==> config.mk <==
export PLATFORM = sky130hd
export DESIGN_NAME = gpib_event_status_one
export DESIGN_NICKNAME = d
export VERILOG_FILES = /design/src/event_status_pkg.sv /design/src/reg_access_if.sv /design/src/gpib_event_status_one.sv /design/src/ahb_reg_slave.sv /design/src/command_classify.sv
export SDC_FILE = /design/constraint.sdc
export NUM_CORES = 1
export LEC_CHECK = 0
export BUFFER_PORTS_ARGS = -buffer_cell sky130_fd_sc_hd__buf_2
export CORE_UTILIZATION = 45
export CTS_CLUSTER_SIZE = 12
export DETAILED_ROUTE_END_ITERATION = 6
export PLACE_DENSITY = 0.69
export SLEW_MARGIN = 20
export SYNTH_ARGS = -nofsm -noshare
export SYNTH_HDL_FRONTEND = slang
export SYNTH_HIERARCHICAL = 1
export SYNTH_SLANG_ARGS = --single-unit
==> constraint.sdc <==
create_clock -name hclk -period 1.95 [get_ports hclk]
set_input_delay 0.2925 -clock hclk [delete_from_list [all_inputs] [get_ports hclk]]
set_output_delay 0.2925 -clock hclk [all_outputs]
set_load 0.05 [all_outputs]
==> src/event_status_pkg.sv <==
// package: constants shared by the event status block and its command decoder
// assumes: ahb-lite register bus, one 100 MHz clock
package event_status_pkg;

	// register indices; byte address is four times the index
	localparam logic [5:0] EVENT_STATUS_IDX = 6'h02;
	localparam logic [5:0] EVENT_MASK_IDX = 6'h03;
	localparam logic [5:0] PASS_CMD_IDX = 6'h04;
	localparam logic [5:0] AUX_CMD_IDX = 6'h05;
	localparam logic [5:0] CONFIG_IDX = 6'h06;
	localparam logic [5:0] TERM_MATCH_IDX = 6'h07;
	localparam logic [5:0] ADDR_MODE_IDX = 6'h08;

	localparam logic [7:0] EVENT_STATUS_RESET = 8'h00;
	localparam logic [7:0] EVENT_MASK_RESET = 8'h00;
	localparam logic [10:0] CONFIG_RESET = 11'h000;
	localparam logic [7:0] BYTE_RESET = 8'h00;

	// event status bit positions
	localparam int BIT_PASS = 7;
	localparam int BIT_ADDR_PASS = 6;
	localparam int BIT_TRIG = 5;
	localparam int BIT_END = 4;
	localparam int BIT_DEV_CLEAR = 3;
	localparam int BIT_ERROR = 2;
	localparam int BIT_DATA_OUT = 1;
	localparam int BIT_DATA_IN = 0;

	// config register bit positions
	localparam int CFG_STATUS_CLEAR_SELECT = 0;
	localparam int CFG_CAPTURE_ENABLE = 1;
	localparam int CFG_HOLDOFF_ON_TRIGGER = 2;
	localparam int CFG_HOLDOFF_ON_CLEAR = 3;
	localparam int CFG_HOLDOFF_ON_TALK_ADDR = 4;
	localparam int CFG_HOLDOFF_ON_LISTEN_ADDR = 5;
	localparam int CFG_HOLDOFF_ON_UNADDRESS = 6;
	localparam int CFG_HOLDOFF_ON_ALL_COMMANDS = 7;
	localparam int CFG_STRING_MATCH_END_ENABLE = 8;
	localparam int CFG_NEWLINE_END_ENABLE = 9;
	localparam int CFG_GLOBAL_INTERRUPT_ENABLE = 10;

	// auxiliary command codes
	localparam logic [7:0] AUX_ACCEPT = 8'h01;
	localparam logic [7:0] AUX_REJECT = 8'h02;
	localparam logic [7:0] AUX_CLEAR_TRIGGER = 8'h03;
	localparam logic [7:0] AUX_CLEAR_TERMINATOR = 8'h04;
	localparam logic [7:0] AUX_CLEAR_DEVCLEAR = 8'h05;
	localparam logic [7:0] AUX_CLEAR_NOLISTENER = 8'h06;
	localparam logic [7:0] AUX_RELEASE_HOLDOFF = 8'h07;

	// bus command bytes (seven bits, top data line dropped), then the eight-bit address mode and newline values
	localparam logic [6:0] CMD_GET = 7'h08;
	localparam logic [6:0] CMD_SDC = 7'h04;
	localparam logic [6:0] CMD_DCL = 7'h14;
	localparam logic [6:0] CMD_UNL = 7'h3f;
	localparam logic [6:0] CMD_UNT = 7'h5f;
	localparam logic [6:0] CMD_PRIMARY_LAST = 7'h5f;
	localparam logic [7:0] ADDR_MODE_EXT_DUAL = 8'h33;
	localparam logic [7:0] NEWLINE_BYTE = 8'h0a;

endpackage

==> src/reg_access_if.sv <==
// interface: register strobes between the bus slave and the event logic
// assumes: both ends on hclk; strobes are one-cycle pulses
interface reg_access_if;
	logic rd_stb;
	logic [5:0] rd_idx;
	logic [31:0] rdata;
	logic wr_stb;
	logic [5:0] wr_idx;
	logic [31:0] wdata;

	modport slave (output rd_stb, output rd_idx, input rdata, output wr_stb, output wr_idx,
		output wdata);
	modport regs (input rd_stb, input rd_idx, output rdata, input wr_stb, input wr_idx,
		input wdata);
endinterface

==> src/gpib_event_status_one.sv <==
// file: event status register, its clear rules, dac holdoff and interrupt
// assumes: the bus state machines drive the state inputs on hclk;
// cmd_accept and data_accept are one-cycle pulses per byte

//////////////////////////////////////////////////////////////////////////////
// Overview of operation
// - read-only eight-bit event status at index 0x02, resets to zero
// - each status bit can raise the interrupt when its mask bit is set
// - commands 0x00-0x5f primary, 0x60-0x7f secondary, top data line ignored
// - with capture enabled, undefined primary command sets the pass-through flag
// - while talk or listen addressed, extra low commands also count undefined
// - after an undefined primary, any secondary in ACDS sets pass-through
// - pass-through set holds off DAC until software writes accept or reject
// - enabled holdoff options matching their command also set pass-through
// - pass-through clears on command register read, or on status read with select bit clear
// - command register read clears pass-through; mask clear also disables detection
// - extended dual addressing: secondary after own address sets address flag, holdoff
// - address flag clears by accept/reject with select set, else status read
// - trigger flag on GET when listen addressed; cleared by aux or read with select
// - end flag on EOI, terminator match, or newline while listener active
// - device clear flag on DCL, or SDC when listen addressed
// - error flag when source tries sending with no listeners present
// - data-out flag while talker active and in source generate state with nothing to send
// - data-in flag on byte accepted in SPMS and LACS, outside continuous holdoff
// - data-in clears on leaving SPMS or release-holdoff during a holdoff
// - status read with select clear clears end, clear, error, out, in flags
// - interrupt is OR of flags and masks, gated by global enable
module gpib_event_status_one (
	input wire logic hclk,
	input wire logic hresetn,
	input wire logic hsel,
	input wire logic [7:0] haddr,
	input wire logic [1:0] htrans,
	input wire logic hwrite,
	input wire logic [2:0] hsize,
	input wire logic hready,
	input wire logic [31:0] hwdata,
	output logic [31:0] hrdata,
	output logic hreadyout,
	output logic hresp,
	input wire logic cmd_accept,
	input wire logic [7:0] bus_byte,
	input wire logic data_accept,
	input wire logic eoi,
	input wire logic tads,
	input wire logic lads,
	input wire logic tpas,
	input wire logic lpas,
	input wire logic lacs,
	input wire logic tacs,
	input wire logic sgns,
	input wire logic spms,
	input wire logic sdys,
	input wire logic t1,
	input wire logic shas,
	input wire logic rfd,
	input wire logic extdac,
	input wire logic nba,
	input wire logic dav,
	input wire logic atn,
	input wire logic continuous_holdoff,
	input wire logic holdoff_active,
	output logic dac_holdoff,
	output logic irq
);

	//////////////////////////////////////////////////////////////////////////
	// bus slave

	reg_access_if rbus ();

	ahb_reg_slave u_slave (
		.hclk(hclk),
		.hresetn(hresetn),
		.hsel(hsel),
		.haddr(haddr),
		.htrans(htrans),
		.hwrite(hwrite),
		.hsize(hsize),
		.hready(hready),
		.hwdata(hwdata),
		.hrdata(hrdata),
		.hreadyout(hreadyout),
		.hresp(hresp),
		.bus(rbus)
	);

	//////////////////////////////////////////////////////////////////////////
	// command decode

	logic primary, secondary, undefined;
	logic is_get, is_sdc, is_dcl, is_tag, is_lag, is_unt, is_unl;

	command_classify u_classify (
		.cmd_byte(bus_byte),
		.addressed(tads | lads),
		.primary(primary),
		.secondary(secondary),
		.undefined(undefined),
		.is_get(is_get),
		.is_sdc(is_sdc),
		.is_dcl(is_dcl),
		.is_tag(is_tag),
		.is_lag(is_lag),
		.is_unt(is_unt),
		.is_unl(is_unl)
	);

	//////////////////////////////////////////////////////////////////////////
	// software registers

	logic [7:0] status_ff, nxt_status;
	logic [7:0] mask_ff, nxt_mask;
	logic [10:0] cfg_ff, nxt_cfg;
	logic [7:0] term_ff, nxt_term;
	logic [7:0] addr_mode_ff, nxt_addr_mode;
	logic [7:0] pass_cmd_ff, nxt_pass_cmd;
	logic last_undef_ff, nxt_last_undef;
	logic holdoff_ff, nxt_holdoff;

	function automatic logic wr_at(input logic [5:0] idx);
		wr_at = rbus.wr_stb && (rbus.wr_idx == idx);
	endfunction

	function automatic logic rd_at(input logic [5:0] idx);
		rd_at = rbus.rd_stb && (rbus.rd_idx == idx);
	endfunction

	logic sel, cap_en, aux_wr;
	logic aux_accept, aux_reject, aux_clr_trig, aux_clr_term, aux_clr_dc, aux_clear_nolistener_aux;
	logic aux_release, rd_status, rd_pass;

	assign sel = cfg_ff[event_status_pkg::CFG_STATUS_CLEAR_SELECT];
	// clearing the mask bit also switches undefined-command detection off
	assign cap_en = cfg_ff[event_status_pkg::CFG_CAPTURE_ENABLE]
		& mask_ff[event_status_pkg::BIT_PASS];
	assign aux_wr = wr_at(event_status_pkg::AUX_CMD_IDX);
	assign aux_accept = aux_wr && (rbus.wdata[7:0] == event_status_pkg::AUX_ACCEPT);
	assign aux_reject = aux_wr && (rbus.wdata[7:0] == event_status_pkg::AUX_REJECT);
	assign aux_clr_trig = aux_wr && (rbus.wdata[7:0] == event_status_pkg::AUX_CLEAR_TRIGGER);
	assign aux_clr_term = aux_wr && (rbus.wdata[7:0] == event_status_pkg::AUX_CLEAR_TERMINATOR);
	assign aux_clr_dc = aux_wr && (rbus.wdata[7:0] == event_status_pkg::AUX_CLEAR_DEVCLEAR);
	assign aux_clear_nolistener_aux = aux_wr && (rbus.wdata[7:0] == event_status_pkg::AUX_CLEAR_NOLISTENER);
	assign aux_release = aux_wr && (rbus.wdata[7:0] == event_status_pkg::AUX_RELEASE_HOLDOFF);
	assign rd_status = rd_at(event_status_pkg::EVENT_STATUS_IDX);
	assign rd_pass = rd_at(event_status_pkg::PASS_CMD_IDX);

	always_comb begin
		nxt_mask = wr_at(event_status_pkg::EVENT_MASK_IDX) ? rbus.wdata[7:0] : mask_ff;
		nxt_cfg = wr_at(event_status_pkg::CONFIG_IDX) ? rbus.wdata[10:0] : cfg_ff;
		nxt_term = wr_at(event_status_pkg::TERM_MATCH_IDX) ? rbus.wdata[7:0] : term_ff;
		nxt_addr_mode = wr_at(event_status_pkg::ADDR_MODE_IDX) ? rbus.wdata[7:0]
			: addr_mode_ff;
	end

	always_comb begin
		rbus.rdata = 32'h0000_0000;
		case (rbus.rd_idx)
			event_status_pkg::EVENT_STATUS_IDX: rbus.rdata[7:0] = status_ff;
			event_status_pkg::EVENT_MASK_IDX: rbus.rdata[7:0] = mask_ff;
			event_status_pkg::PASS_CMD_IDX: rbus.rdata[7:0] = pass_cmd_ff;
			event_status_pkg::CONFIG_IDX: rbus.rdata[10:0] = cfg_ff;
			event_status_pkg::TERM_MATCH_IDX: rbus.rdata[7:0] = term_ff;
			event_status_pkg::ADDR_MODE_IDX: rbus.rdata[7:0] = addr_mode_ff;
			default: rbus.rdata = 32'h0000_0000;
		endcase
	end

	//////////////////////////////////////////////////////////////////////////
	// event detection

	logic undef_cmd, pass_set, addr_pass_set, trig_set, end_set, dc_set;
	logic err_set, out_set, out_clr, in_set, in_clr, byte_end;

	always_comb begin
		undef_cmd = cmd_accept & primary & undefined & cap_en;
		pass_set = undef_cmd
			| (cmd_accept & secondary & last_undef_ff & cap_en)
			| (cmd_accept & cfg_ff[event_status_pkg::CFG_HOLDOFF_ON_TRIGGER]
				& is_get & lads)
			| (cmd_accept & cfg_ff[event_status_pkg::CFG_HOLDOFF_ON_CLEAR]
				& (is_sdc | is_dcl))
			| (cmd_accept & cfg_ff[event_status_pkg::CFG_HOLDOFF_ON_TALK_ADDR]
				& is_tag & ~is_unt)
			| (cmd_accept & cfg_ff[event_status_pkg::CFG_HOLDOFF_ON_LISTEN_ADDR]
				& is_lag & ~is_unl)
			| (cmd_accept & cfg_ff[event_status_pkg::CFG_HOLDOFF_ON_UNADDRESS]
				& (is_unt | is_unl))
			| (cmd_accept & cfg_ff[event_status_pkg::CFG_HOLDOFF_ON_ALL_COMMANDS]);
		addr_pass_set = cmd_accept & secondary & (tpas | lpas)
			& (addr_mode_ff == event_status_pkg::ADDR_MODE_EXT_DUAL);
		trig_set = cmd_accept & is_get & lads;
		dc_set = cmd_accept & (is_dcl | (is_sdc & lads));
		byte_end = eoi
			| ((bus_byte == term_ff) & cfg_ff[event_status_pkg::CFG_STRING_MATCH_END_ENABLE])
			| ((bus_byte == event_status_pkg::NEWLINE_BYTE)
				& cfg_ff[event_status_pkg::CFG_NEWLINE_END_ENABLE]);
		end_set = data_accept & lacs & byte_end;
		err_set = sdys & t1 & ~shas & rfd & extdac;
		out_set = tacs & sgns & ~nba;
		out_clr = ~tacs | ~sgns | nba;
		in_set = ~continuous_holdoff & spms & lacs & dav & ~atn;
		in_clr = ~spms | (aux_release & holdoff_active);
	end

	//////////////////////////////////////////////////////////////////////////
	// flag update: every set wins over a clear in the same cycle

	function automatic logic flag_next(input logic cur, input logic set, input logic clr);
		flag_next = set | (cur & ~clr);
	endfunction

	always_comb begin
		nxt_status = status_ff;
		// command register read clears in either select mode
		nxt_status[event_status_pkg::BIT_PASS] = flag_next(status_ff[event_status_pkg::BIT_PASS],
			pass_set, (rd_status & ~sel) | rd_pass
			| ~mask_ff[event_status_pkg::BIT_PASS]);
		nxt_status[event_status_pkg::BIT_ADDR_PASS] = flag_next(
			status_ff[event_status_pkg::BIT_ADDR_PASS], addr_pass_set,
			(sel & (aux_accept | aux_reject)) | (rd_status & ~sel));
		nxt_status[event_status_pkg::BIT_TRIG] = flag_next(status_ff[event_status_pkg::BIT_TRIG],
			trig_set, aux_clr_trig | (rd_status & sel));
		nxt_status[event_status_pkg::BIT_END] = flag_next(status_ff[event_status_pkg::BIT_END],
			end_set, aux_clr_term | (rd_status & ~sel));
		nxt_status[event_status_pkg::BIT_DEV_CLEAR] = flag_next(
			status_ff[event_status_pkg::BIT_DEV_CLEAR], dc_set,
			aux_clr_dc | (rd_status & ~sel));
		nxt_status[event_status_pkg::BIT_ERROR] = flag_next(status_ff[event_status_pkg::BIT_ERROR],
			err_set, aux_clear_nolistener_aux | (rd_status & ~sel));
		nxt_status[event_status_pkg::BIT_DATA_OUT] = flag_next(
			status_ff[event_status_pkg::BIT_DATA_OUT], out_set,
			out_clr | (rd_status & ~sel));
		nxt_status[event_status_pkg::BIT_DATA_IN] = flag_next(
			status_ff[event_status_pkg::BIT_DATA_IN], in_set,
			in_clr | (rd_status & ~sel));
	end

	//////////////////////////////////////////////////////////////////////////
	// pass-through command capture and holdoff

	always_comb begin
		nxt_last_undef = last_undef_ff;
		if (cmd_accept && primary) begin
			nxt_last_undef = undefined & cap_en;
		end
		nxt_pass_cmd = pass_cmd_ff;
		if (pass_set) begin
			nxt_pass_cmd = bus_byte;
		end
		// holdoff stays until software answers, so no command is overrun
		nxt_holdoff = holdoff_ff;
		if (pass_set || addr_pass_set) begin
			nxt_holdoff = 1'b1;
		end else if (aux_accept || aux_reject) begin
			nxt_holdoff = 1'b0;
		end
	end

	always_ff @(posedge hclk or negedge hresetn) begin
		if (!hresetn) begin
			status_ff <= event_status_pkg::EVENT_STATUS_RESET;
			mask_ff <= event_status_pkg::EVENT_MASK_RESET;
			cfg_ff <= event_status_pkg::CONFIG_RESET;
			term_ff <= event_status_pkg::BYTE_RESET;
			addr_mode_ff <= event_status_pkg::BYTE_RESET;
			pass_cmd_ff <= event_status_pkg::BYTE_RESET;
			last_undef_ff <= 1'b0;
			holdoff_ff <= 1'b0;
		end else begin
			status_ff <= nxt_status;
			mask_ff <= nxt_mask;
			cfg_ff <= nxt_cfg;
			term_ff <= nxt_term;
			addr_mode_ff <= nxt_addr_mode;
			pass_cmd_ff <= nxt_pass_cmd;
			last_undef_ff <= nxt_last_undef;
			holdoff_ff <= nxt_holdoff;
		end
	end

	//////////////////////////////////////////////////////////////////////////
	// outputs

	assign dac_holdoff = holdoff_ff;
	assign irq = cfg_ff[event_status_pkg::CFG_GLOBAL_INTERRUPT_ENABLE]
		& (|(status_ff & mask_ff));

endmodule

==> src/ahb_reg_slave.sv <==
// file: ahb-lite slave, zero wait states, word accesses only
// assumes: single slave, its hreadyout is the bus hready
module ahb_reg_slave (
	input wire logic hclk,
	input wire logic hresetn,
	input wire logic hsel,
	input wire logic [7:0] haddr,
	input wire logic [1:0] htrans,
	input wire logic hwrite,
	input wire logic [2:0] hsize,
	input wire logic hready,
	input wire logic [31:0] hwdata,
	output logic [31:0] hrdata,
	output logic hreadyout,
	output logic hresp,
	reg_access_if.slave bus
);

	logic take;
	logic wr_pend_ff, nxt_wr_pend;
	logic [5:0] wr_idx_ff, nxt_wr_idx;
	logic [31:0] hrdata_ff, nxt_hrdata;

	// read data is sampled in the address phase so any read-clear lands after it
	assign take = hsel & htrans[1] & hready & (hsize == 3'h2);
	assign bus.rd_stb = take & ~hwrite;
	assign bus.rd_idx = haddr[7:2];
	assign bus.wr_stb = wr_pend_ff;
	assign bus.wr_idx = wr_idx_ff;
	assign bus.wdata = hwdata;
	assign hrdata = hrdata_ff;
	assign hreadyout = 1'b1;
	assign hresp = 1'b0;

	always_comb begin
		nxt_wr_pend = take & hwrite;
		nxt_wr_idx = take ? haddr[7:2] : wr_idx_ff;
		nxt_hrdata = (take & ~hwrite) ? bus.rdata : hrdata_ff;
	end

	always_ff @(posedge hclk or negedge hresetn) begin
		if (!hresetn) begin
			wr_pend_ff <= 1'b0;
			wr_idx_ff <= 6'h00;
			hrdata_ff <= 32'h0000_0000;
		end else begin
			wr_pend_ff <= nxt_wr_pend;
			wr_idx_ff <= nxt_wr_idx;
			hrdata_ff <= nxt_hrdata;
		end
	end

endmodule

==> src/command_classify.sv <==
// file: combinational classification of one bus command byte
// assumes: byte is valid only while the caller says so
module command_classify (
	input wire logic [7:0] cmd_byte,
	input wire logic addressed,
	output logic primary,
	output logic secondary,
	output logic undefined,
	output logic is_get,
	output logic is_sdc,
	output logic is_dcl,
	output logic is_tag,
	output logic is_lag,
	output logic is_unt,
	output logic is_unl
);

	logic [6:0] c;

	assign c = cmd_byte[6:0];

	always_comb begin
		primary = (c <= event_status_pkg::CMD_PRIMARY_LAST);
		secondary = ~primary;
		undefined = 1'b0;
		case (c)
			7'h10, 7'h12, 7'h13, 7'h16, 7'h17, 7'h1a, 7'h1b, 7'h1c, 7'h1d, 7'h1e,
			7'h1f: undefined = 1'b1;
			7'h00, 7'h02, 7'h03, 7'h06, 7'h07, 7'h0a, 7'h0b, 7'h0c, 7'h0d, 7'h0e,
			7'h0f: undefined = addressed;
			default: undefined = 1'b0;
		endcase
		is_get = (c == event_status_pkg::CMD_GET);
		is_sdc = (c == event_status_pkg::CMD_SDC);
		is_dcl = (c == event_status_pkg::CMD_DCL);
		is_lag = (c[6:5] == 2'h1);
		is_tag = (c[6:5] == 2'h2);
		is_unl = (c == event_status_pkg::CMD_UNL);
		is_unt = (c == event_status_pkg::CMD_UNT);
	end

endmodule

# Word-level counts from Yosys, hierarchy flattened
# Cells that the tools add are included.
dict set report totals {
  register_bits 71
  output_inout_bits 36
}
dict set report op_classes {
  reduce_logical 22
  n_mux 5
  magnitude_cmp 1
  bitwise_logic 117
  eq_ne 50
}
# cell count
set op_table {}
lappend op_table {{$eq 7x5->1 const B} 12}
lappend op_table {{$and 1x1->1} 60}
lappend op_table {{$eq 7x4->1 const B} 7}
lappend op_table {{$pmux 8 s6} 1}
lappend op_table {{$eq 6x3->1 const B} 6}
lappend op_table {{$or 1x1->1} 35}
lappend op_table {{$eq 8x3->1 const B} 4}
lappend op_table {{$reduce_or 11->1} 2}
lappend op_table {{$eq 7x3->1 const B} 3}
lappend op_table {{$not 1->1} 21}
lappend op_table {{$eq 6x2->1 const B} 3}
lappend op_table {{$eq 8x2->1 const B} 2}
lappend op_table {{$logic_and 1x1->1} 15}
lappend op_table {{$eq 7x2->1 const B} 2}
lappend op_table {{$eq 6x4->1 const B} 2}
lappend op_table {{$and 8x8->8} 1}
lappend op_table {{$eq 8x1->1 const B} 1}
lappend op_table {{$eq 8x4->1 const B} 1}
lappend op_table {{$eq 8x6->1 const B} 1}
lappend op_table {{$eq 8x8->1} 1}
lappend op_table {{$reduce_or 8->1} 1}
lappend op_table {{$eq 7x6->1 const B} 1}
lappend op_table {{$eq 7x7->1 const B} 1}
lappend op_table {{$le 7x7->1 const B} 1}
lappend op_table {{9 further kinds} 11}

# Longest topological paths before layout
# Gate-level depths: netlist (run 1).
dict set report depth {
  word_depth 14
  mapped_depth 7
  ltp_nobuf 7
}

# Modules after synthesis
# Netlist (run 1), hierarchy kept.
# mod instances cells_per_inst area_each_um2 seq_area_each_um2
set by_module_without_submodules {}
lappend by_module_without_submodules {gpib_event_status_one 1 232 2736.4 1326.3}
lappend by_module_without_submodules {ahb_reg_slave 1 127 1820.5 975.9}
lappend by_module_without_submodules {command_classify 1 17 123.9 0.0}

# Least setup slack after synthesis (run 1)
# OpenSTA, ideal clock, no wires.
dict set report synth_timing {
  kind {input -> register}
  start {input bus_byte[0]}
  end {register pass_cmd_ff[0]}
  t_required_ns 1.825
  setup_ns 0.125
  stages 6
  path_slack_ns -0.031
  t_arrival_ns 1.857
  path_cell_list {or3_1 > a2111oi_1 > a22oi_1 > o221ai_1 > a21oi_4 > mux2_2}
}
dict set report synth_via {
  elab_chain_len 12
}
# element line
set synth_rtl {}
lappend synth_rtl {{start: declaration} gpib_event_status_one.sv:42} ;# input wire logic [7:0] bus_byte,
lappend synth_rtl {{$eq 7x2->1 (tied with other cells)} command_classify.sv:26} ;# case (c)
lappend synth_rtl {{$reduce_or 11->1} command_classify.sv:26}
lappend synth_rtl {{$pmux 1 s2 *} command_classify.sv:26}
lappend synth_rtl {{net undefined} gpib_event_status_one.sv:91} ;# logic primary, secondary, undefined;
lappend synth_rtl {{$and 1x1->1 * (2 in series)} gpib_event_status_one.sv:176} ;# undef_cmd = cmd_accept & primary & undefined & cap_en;
lappend synth_rtl {{$or 1x1->1 *} gpib_event_status_one.sv:178} ;# | (cmd_accept & secondary & last_undef_ff & cap_en)
lappend synth_rtl {{$or 1x1->1 *} gpib_event_status_one.sv:179} ;# | (cmd_accept & cfg_ff[event_status_pkg::CFG_HOLDOFF_ON_TRIGGER]
lappend synth_rtl {{$or 1x1->1 *} gpib_event_status_one.sv:181} ;# | (cmd_accept & cfg_ff[event_status_pkg::CFG_HOLDOFF_ON_CLEAR]
lappend synth_rtl {{$or 1x1->1 *} gpib_event_status_one.sv:183} ;# | (cmd_accept & cfg_ff[event_status_pkg::CFG_HOLDOFF_ON_TALK_ADDR]
lappend synth_rtl {{$or 1x1->1 *} gpib_event_status_one.sv:185} ;# | (cmd_accept & cfg_ff[event_status_pkg::CFG_HOLDOFF_ON_LISTEN_ADDR]
lappend synth_rtl {{$or 1x1->1 *} gpib_event_status_one.sv:187} ;# | (cmd_accept & cfg_ff[event_status_pkg::CFG_HOLDOFF_ON_UNADDRESS]
lappend synth_rtl {{$or 1x1->1 *} gpib_event_status_one.sv:189} ;# | (cmd_accept & cfg_ff[event_status_pkg::CFG_HOLDOFF_ON_ALL_COMMANDS]);
lappend synth_rtl {{end signal: assignment} gpib_event_status_one.sv:267} ;# pass_cmd_ff <= event_status_pkg::BYTE_RESET;
lappend synth_rtl {{end signal: assignment} gpib_event_status_one.sv:276} ;# pass_cmd_ff <= nxt_pass_cmd;
lappend synth_rtl {{end: declaration} gpib_event_status_one.sv:117} ;# logic [7:0] pass_cmd_ff, nxt_pass_cmd;
# The timed path passes the listed nets; every way through them passes the cells marked *.
# A chain may end at the register's enable or synchronous reset.

# Worst setup path in the final report (run 1)
dict set report layout_timing {
  start {register status_ff[6]}
  end {output irq}
}
dict set report layout_via {
  elab_chain_len 3
}
# element line
set layout_rtl {}
lappend layout_rtl {{start: declaration} gpib_event_status_one.sv:112} ;# logic [7:0] status_ff, nxt_status;
lappend layout_rtl {{start signal: assignment} gpib_event_status_one.sv:262} ;# status_ff <= event_status_pkg::EVENT_STATUS_RESET;
lappend layout_rtl {{start signal: assignment} gpib_event_status_one.sv:271} ;# status_ff <= nxt_status;
lappend layout_rtl {{$and 8x8->8} gpib_event_status_one.sv:287} ;# & (|(status_ff & mask_ff));
lappend layout_rtl {{$reduce_or 8->1} gpib_event_status_one.sv:287}
lappend layout_rtl {{$and 1x1->1} gpib_event_status_one.sv:287}
lappend layout_rtl {{end: declaration} gpib_event_status_one.sv:64} ;# output logic irq
# No other way between the ends.

==> metrics, run 1 <==
status completed; number of global-route vias before repair 3301; Ant. Diodes 0; Final Hold Viols 0; average routed wire per standard cell 17.4 um; sw frac 30.0%; Post-Syn Area 4520 um^2; crit end category primary output; Pint 0.00299 W; sequential share of power 50.9%; met3 wire len 897 um; Final setup viols 0; initial antenna violation count 0; Worst EP arrival 1.52 ns; Hold Path Class primary input to register; total gr overflow 0; Post-Route Utilization 56.0%; worst slew pin tran 1.06 ns; type of the worst setup path register to primary output; GPL Wtd Cong 0.891; Sw Pwr 0.00128 W; WL met1 4.46 mm; Yosys Warn Count 6; overall die height 102 um; Residual DRC 0; met2 routed WL 5.09 mm; uppermost layer routed met4; TNS Setup 0 ns; LEAKAGE 2.65 nW; Longest Clk Path Bufs 2; final WL 10.7 mm; fmax 552 MHz; IO Count 115; Tmin final 1.81 ns; CTS tree done; PostCTS Resize Cnt 0; clock share of power 31.7%; Avg Inst Size Synth 12.7 um^2; Cells after Synth 355; Power Density 781 nW/um^2; Post-DP HPWL 7.96 mm; clk_lat worst skew 0.36 ns; Comb pwr share 17.4%; routed via count 3390; worst clock skew 0.0148 ns; final-report max-slew violation count 0; CTS H-tree lvls 3; Die ar. 10500 um^2; worst-path maximum fanout 3; largest net degree at the start of global routing 44; max-cap viol count 0; drt pass-1 iters 6; synth-to-layout area growth 21.1%; Tcrit/Tclk final 93.0%; Final ANT Viol Nets 0; core area 9770 um^2; DR vias/cell 5.50; Die Wd 102 um; RSZ-0062 raised after global routing false; Power Total 0.00428 W; clock root buffer clkbuf_8; Total GRT Usage 22.1%; layout cells sized above 1 47.4%; required time worst endpoint 1.66 ns; 1st-iter DRT viols 355; critical path launch point type register; Buffers on Ports 88; VDD IR max 532 uV; filler cell count in the final layout 879; Final #Nets 557; # clock sinks 92; row count 36; Min Hold Slack 0.0849 ns; Worst-path clk slew 0.09 ns; Starting Density 46.3%; Num CTS Buffers 9; first-pass GRT wire length 17.2 mm; Worst slew margin 29.1%
worst paths after layout:
| path | cells past startpoint | slack [ns] | startpoint | endpoint |
|---|---|---|---|---|
| max in group asynchronous | 3 | 0.92 | hresetn | u_slave/hrdata[30]$_DFFE_PN0P_ |
| hold / removal | 2 | 0.08 | nba | status_ff[1]$_DFF_PN0_ |
| setup / recovery | 4 | 0.14 | status_ff[6]$_DFF_PN0_ | irq |
| min in group asynchronous | 2 | 0.39 | hresetn | mask_ff[7]$_DFFE_PN0P_ |
| hold reg to reg | 1 | 0.51 | u_slave/hrdata[27]$_DFFE_PN0P_ | u_slave/hrdata[27]$_DFFE_PN0P_ |
| setup reg to reg | 4 | 0.20 | u_slave/bus.wr_idx[5]$_DFFE_PN0P_ | mask_ff[7]$_DFFE_PN0P_ |
cell usage in the layout (no fill, tap or decap), types with 3 or more instances in the layout:
cell / n
buf_4: 29
a22oi_1: 4
inv_1: 6
and2_1: 5
nor4bb_1: 3
nand4_1: 3
nor3_1: 3
nor4b_2: 3
dfrtp_1: 92
nand3b_1: 5
nand2b_1: 3
conb_1: 23
nor4b_1: 5
o21ai_0: 9
o211ai_1: 3
nor2b_1: 4
nor2_1: 10
buf_2: 87
a21oi_1: 3
xor2_1: 7
mux2_2: 81
nand2_1: 22
clkbuf_8: 10
nand3_1: 9
a222oi_1: 16
metrics by stage:
stage	instance area, um^2	setup WS, ns	std cells
2_1_floorplan	4600	0.0319	375
3_3_place_gp	5250	-0.192	599
3_5_place_dp	5250	-0.220	599
4_1_cts	5480	0.143	616
5_1_grt	5480	0.0196	616
6_report	5480	0.137	616
layout make-up:
class / count / area, um^2 / area share [%]
clock buffer: 10 / 138 / 2.51
clock inverter: 6 / 77.6 / 1.42
inverter: 6 / 22.5 / 0.411
multi-input combinational: 250 / 2070 / 37.8
sequential: 92 / 2300 / 42.0
tap: 133 / 166 / 3.04
timing repair buffer: 119 / 703 / 12.8
routing by layer:
layer	up-vias	global-route usage [%]
li1	1546	-
met1	1666	29.3
met2	155	34.8
met3	23	5.27
met4	0	8.90
met5	-	0
repair_timing:
action                    4_1_cts  5_1_grt
hold buffers                    1        0
setup buffers                   0        0
hold endpoints to repair       22        0
power by group through the flow:
| stage | Sequential (W) | Combinational (W) | Clock (W) |
|---|---|---|---|
| floorplan | 0.00240 | 0.000289 | 0 |
| global placement | 0.00221 | 0.000728 | 0 |
| detailed placement | 0.00221 | 0.000742 | 0 |
| CTS | 0.00218 | 0.000746 | 0.00140 |
| global route | 0.00220 | 0.000799 | 0.00147 |
| finish | 0.00218 | 0.000742 | 0.00136 |
sequential cells by signal, summed over array words and instances, names as in the netlist:
register and flops:
dac_holdoff 1, pass_cmd_ff 8, addr_mode_ff 8, term_ff 8, status_ff 8, mask_ff 8
u_slave/hrdata 32, last_undef_ff 1, u_slave/bus.wr_stb 1, u_slave/bus.wr_idx 6, cfg_ff 11
worst max-delay path, stage by stage (launching register included):
cell and delay [ns]:
dfrtp_1 0.44, a22oi_1 0.23, nand2_1 0.08, o21a_1 0.20
buf_2 0.21
No activity file was read; power rests on OpenSTA's default activity.
==> run 2, diff against run 1 <==
Settings changed: ABC_AREA set to 1, PLACE_DENSITY 0.69 to 0.68.
==> run 2 against run 1 <==
Net effect:
- die area increased by 12%
- final area grew 6.7%
- hold slack better by 0.023 ns
- register-to-register slack improved by 0.19 ns
- synthesized area is 12% higher
- setup slack better by 0.014 ns
- largest cell class unchanged
- critical path type unchanged
- largest power group unchanged
- maximum frequency increased by 0.79%
- utilization down 2.6 points
- global-route usage up 1.0 points
- non-clock buffer count shrank 18
- clock-buffer cell count unchanged
==> metrics, run 2 <==
status completed; Sw Pwr 0.00141 W; LEAKAGE 3.34 nW; Worst Setup SP status_ff[3]$_DFF_PN0_; initial antenna violation count 0; met2 routed WL 5.86 mm; setup bufs post-CTS 0; clock share of power 35.2%; sw frac 31.2%; Starting Density 46.5%; largest net degree at the start of global routing 40; filler cell count in the final layout 1109; sequential share of power 47.1%; Post-Route Utilization 53.5%; Final Hold Viols 0; Hold Path Class primary input to register; Total GRT Usage 23.1%; Pint 0.00312 W; RSZ-0062 raised after global routing false; CP max-delay cell dfrtp_1; Final setup viols 0; Die Wd 108 um; met3 wire len 857 um; Longest Clk Path Bufs 2; worst-path maximum fanout 3; post-layout instance area 5850 um^2; CTS tree done; TNS Setup 0 ns; average routed wire per standard cell 14.3 um; Power Density 775 nW/um^2; IO Count 115; required time worst endpoint 1.66 ns; most used cell, CP nand2_1; clk_lat worst skew 0.34 ns; worst setup path end irq; most frequent cells in the layout nand2_1, dfrtp_1, buf_2; layout cells sized above 1 19.8%; Buffers on Ports 88; Comb pwr share 17.6%; fmax 556 MHz; Worst EP arrival 1.51 ns; DR vias/cell 5.17; Num CTS Buffers 9; clock root buffer clkbuf_16; routed via count 4613; number of global-route vias before repair 4230; # clock sinks 92; final-report max-slew violation count 0; Post-DP HPWL 9.63 mm; core area 10900 um^2; Post-Syn Area 5080 um^2; critical path launch point type register; Yosys Warn Count 6; first-pass GRT wire length 20.6 mm; r2r endpoint cfg_ff[9]$_DFFE_PN0P_; Placed Area 5570 um^2; row count 38; uppermost layer routed met4; Worst-path clk slew 0.06 ns; Avg Inst Size Synth 7.76 um^2; Ant. Diodes 0; worst clock skew 0.00699 ns; Crit Reg-Reg Startpoint u_slave/bus.wr_idx[5]$_DFFE_PN0P_; type of the worst setup path register to primary output; crit end category primary output; final WL 12.8 mm; drt pass-1 iters 6; VDD IR max 451 uV; CTS H-tree lvls 3; worst reg2reg setup slack 0.39 ns; GPL Wtd Cong 0.915; max FFs per register 32; Cells after Synth 655; max-cap viol count 0; Tcrit/Tclk final 92.2%; overall die height 108 um; 1st-iter DRT viols 418; total gr overflow 0; CP max stage delay 0.43 ns; crit path cell chain nand2_1 -> nand2_1 -> a221oi_1 -> a21oi_1 -> buf_2; Die ar. 11700 um^2; most common cell after layout, fill and taps aside nand2_1; Residual DRC 0; synth-to-layout area growth 15.1%; R2R depth 6; Final ANT Viol Nets 0; Final #Nets 827; WL met1 5.82 mm; Tmin final 1.80 ns
run 2: routing by layer:
| metal | track usage (%) | vias up |
|---|---|---|
| li1 | - | 2265 |
| met1 | 30.9 | 2160 |
| met2 | 36.4 | 172 |
| met3 | 4.70 | 16 |
| met4 | 9.20 | 0 |
| met5 | 0 | - |
run 2: how the worst min path moves through the flow:
stage	startpoint	end	slack, ns	depth (start not counted)
4_1_cts	nba	status_ff[1]$_DFF_PN0_	0.10	2
5_1_grt	nba	status_ff[1]$_DFF_PN0_	0.10	2
3_5_place_dp	hresetn	u_slave/hrdata[16]$_DFFE_PN0P_	0.28	1
2_1_floorplan	hresetn	addr_mode_ff[0]$_DFFE_PN0P_	-0.003	0
3_3_place_gp	hresetn	u_slave/hrdata[17]$_DFFE_PN0P_	0.27	1
6_report	nba	status_ff[1]$_DFF_PN0_	0.11	2
run 2: area by class of cell:
class,instances,area [um^2],area share [%]
clock buffer,10,229,3.92
clock inverter,6,40.0,0.685
inverter,66,248,4.24
multi-input combinational,478,2280,39.1
sequential,92,2300,39.4
tap,140,175,3.00
timing repair buffer,101,568,9.72
run 2: worst max-delay path: cells and delay by family, from the launching register on:
family          cells  cell delay, ns
compound gates      2            0.37
simple gates        2            0.13
flops               1            0.43
buf+inv             1            0.23
run 2: through the flow:
stage               hold WS, ns  total power (W)  setup slack [ns]  instances
finish                    0.108          0.00453             0.151        893
global route              0.104          0.00475            0.0411        893
CTS                       0.104          0.00456             0.142        893
detailed placement        0.280          0.00297             0.210        876
global placement          0.271          0.00294             0.302        876
floorplan              -0.00309          0.00271             0.345        675
run 2: power by group through the flow:
stage / Clock (W) / Combinational, W / Sequential, W
CTS: 0.00162 / 0.000801 / 0.00213
finish: 0.00160 / 0.000798 / 0.00213
global placement: 0 / 0.000778 / 0.00216
detailed placement: 0 / 0.000798 / 0.00217
global route: 0.00172 / 0.000875 / 0.00215
floorplan: 0 / 0.000341 / 0.00237
run 2: what timing repair did:
item | CTS | global route
hold buffers | 1 | 0
endpoints found under the setup margin | 0 | 0
hold endpoints to repair | 31 | 0
resized for setup | 0 | 0
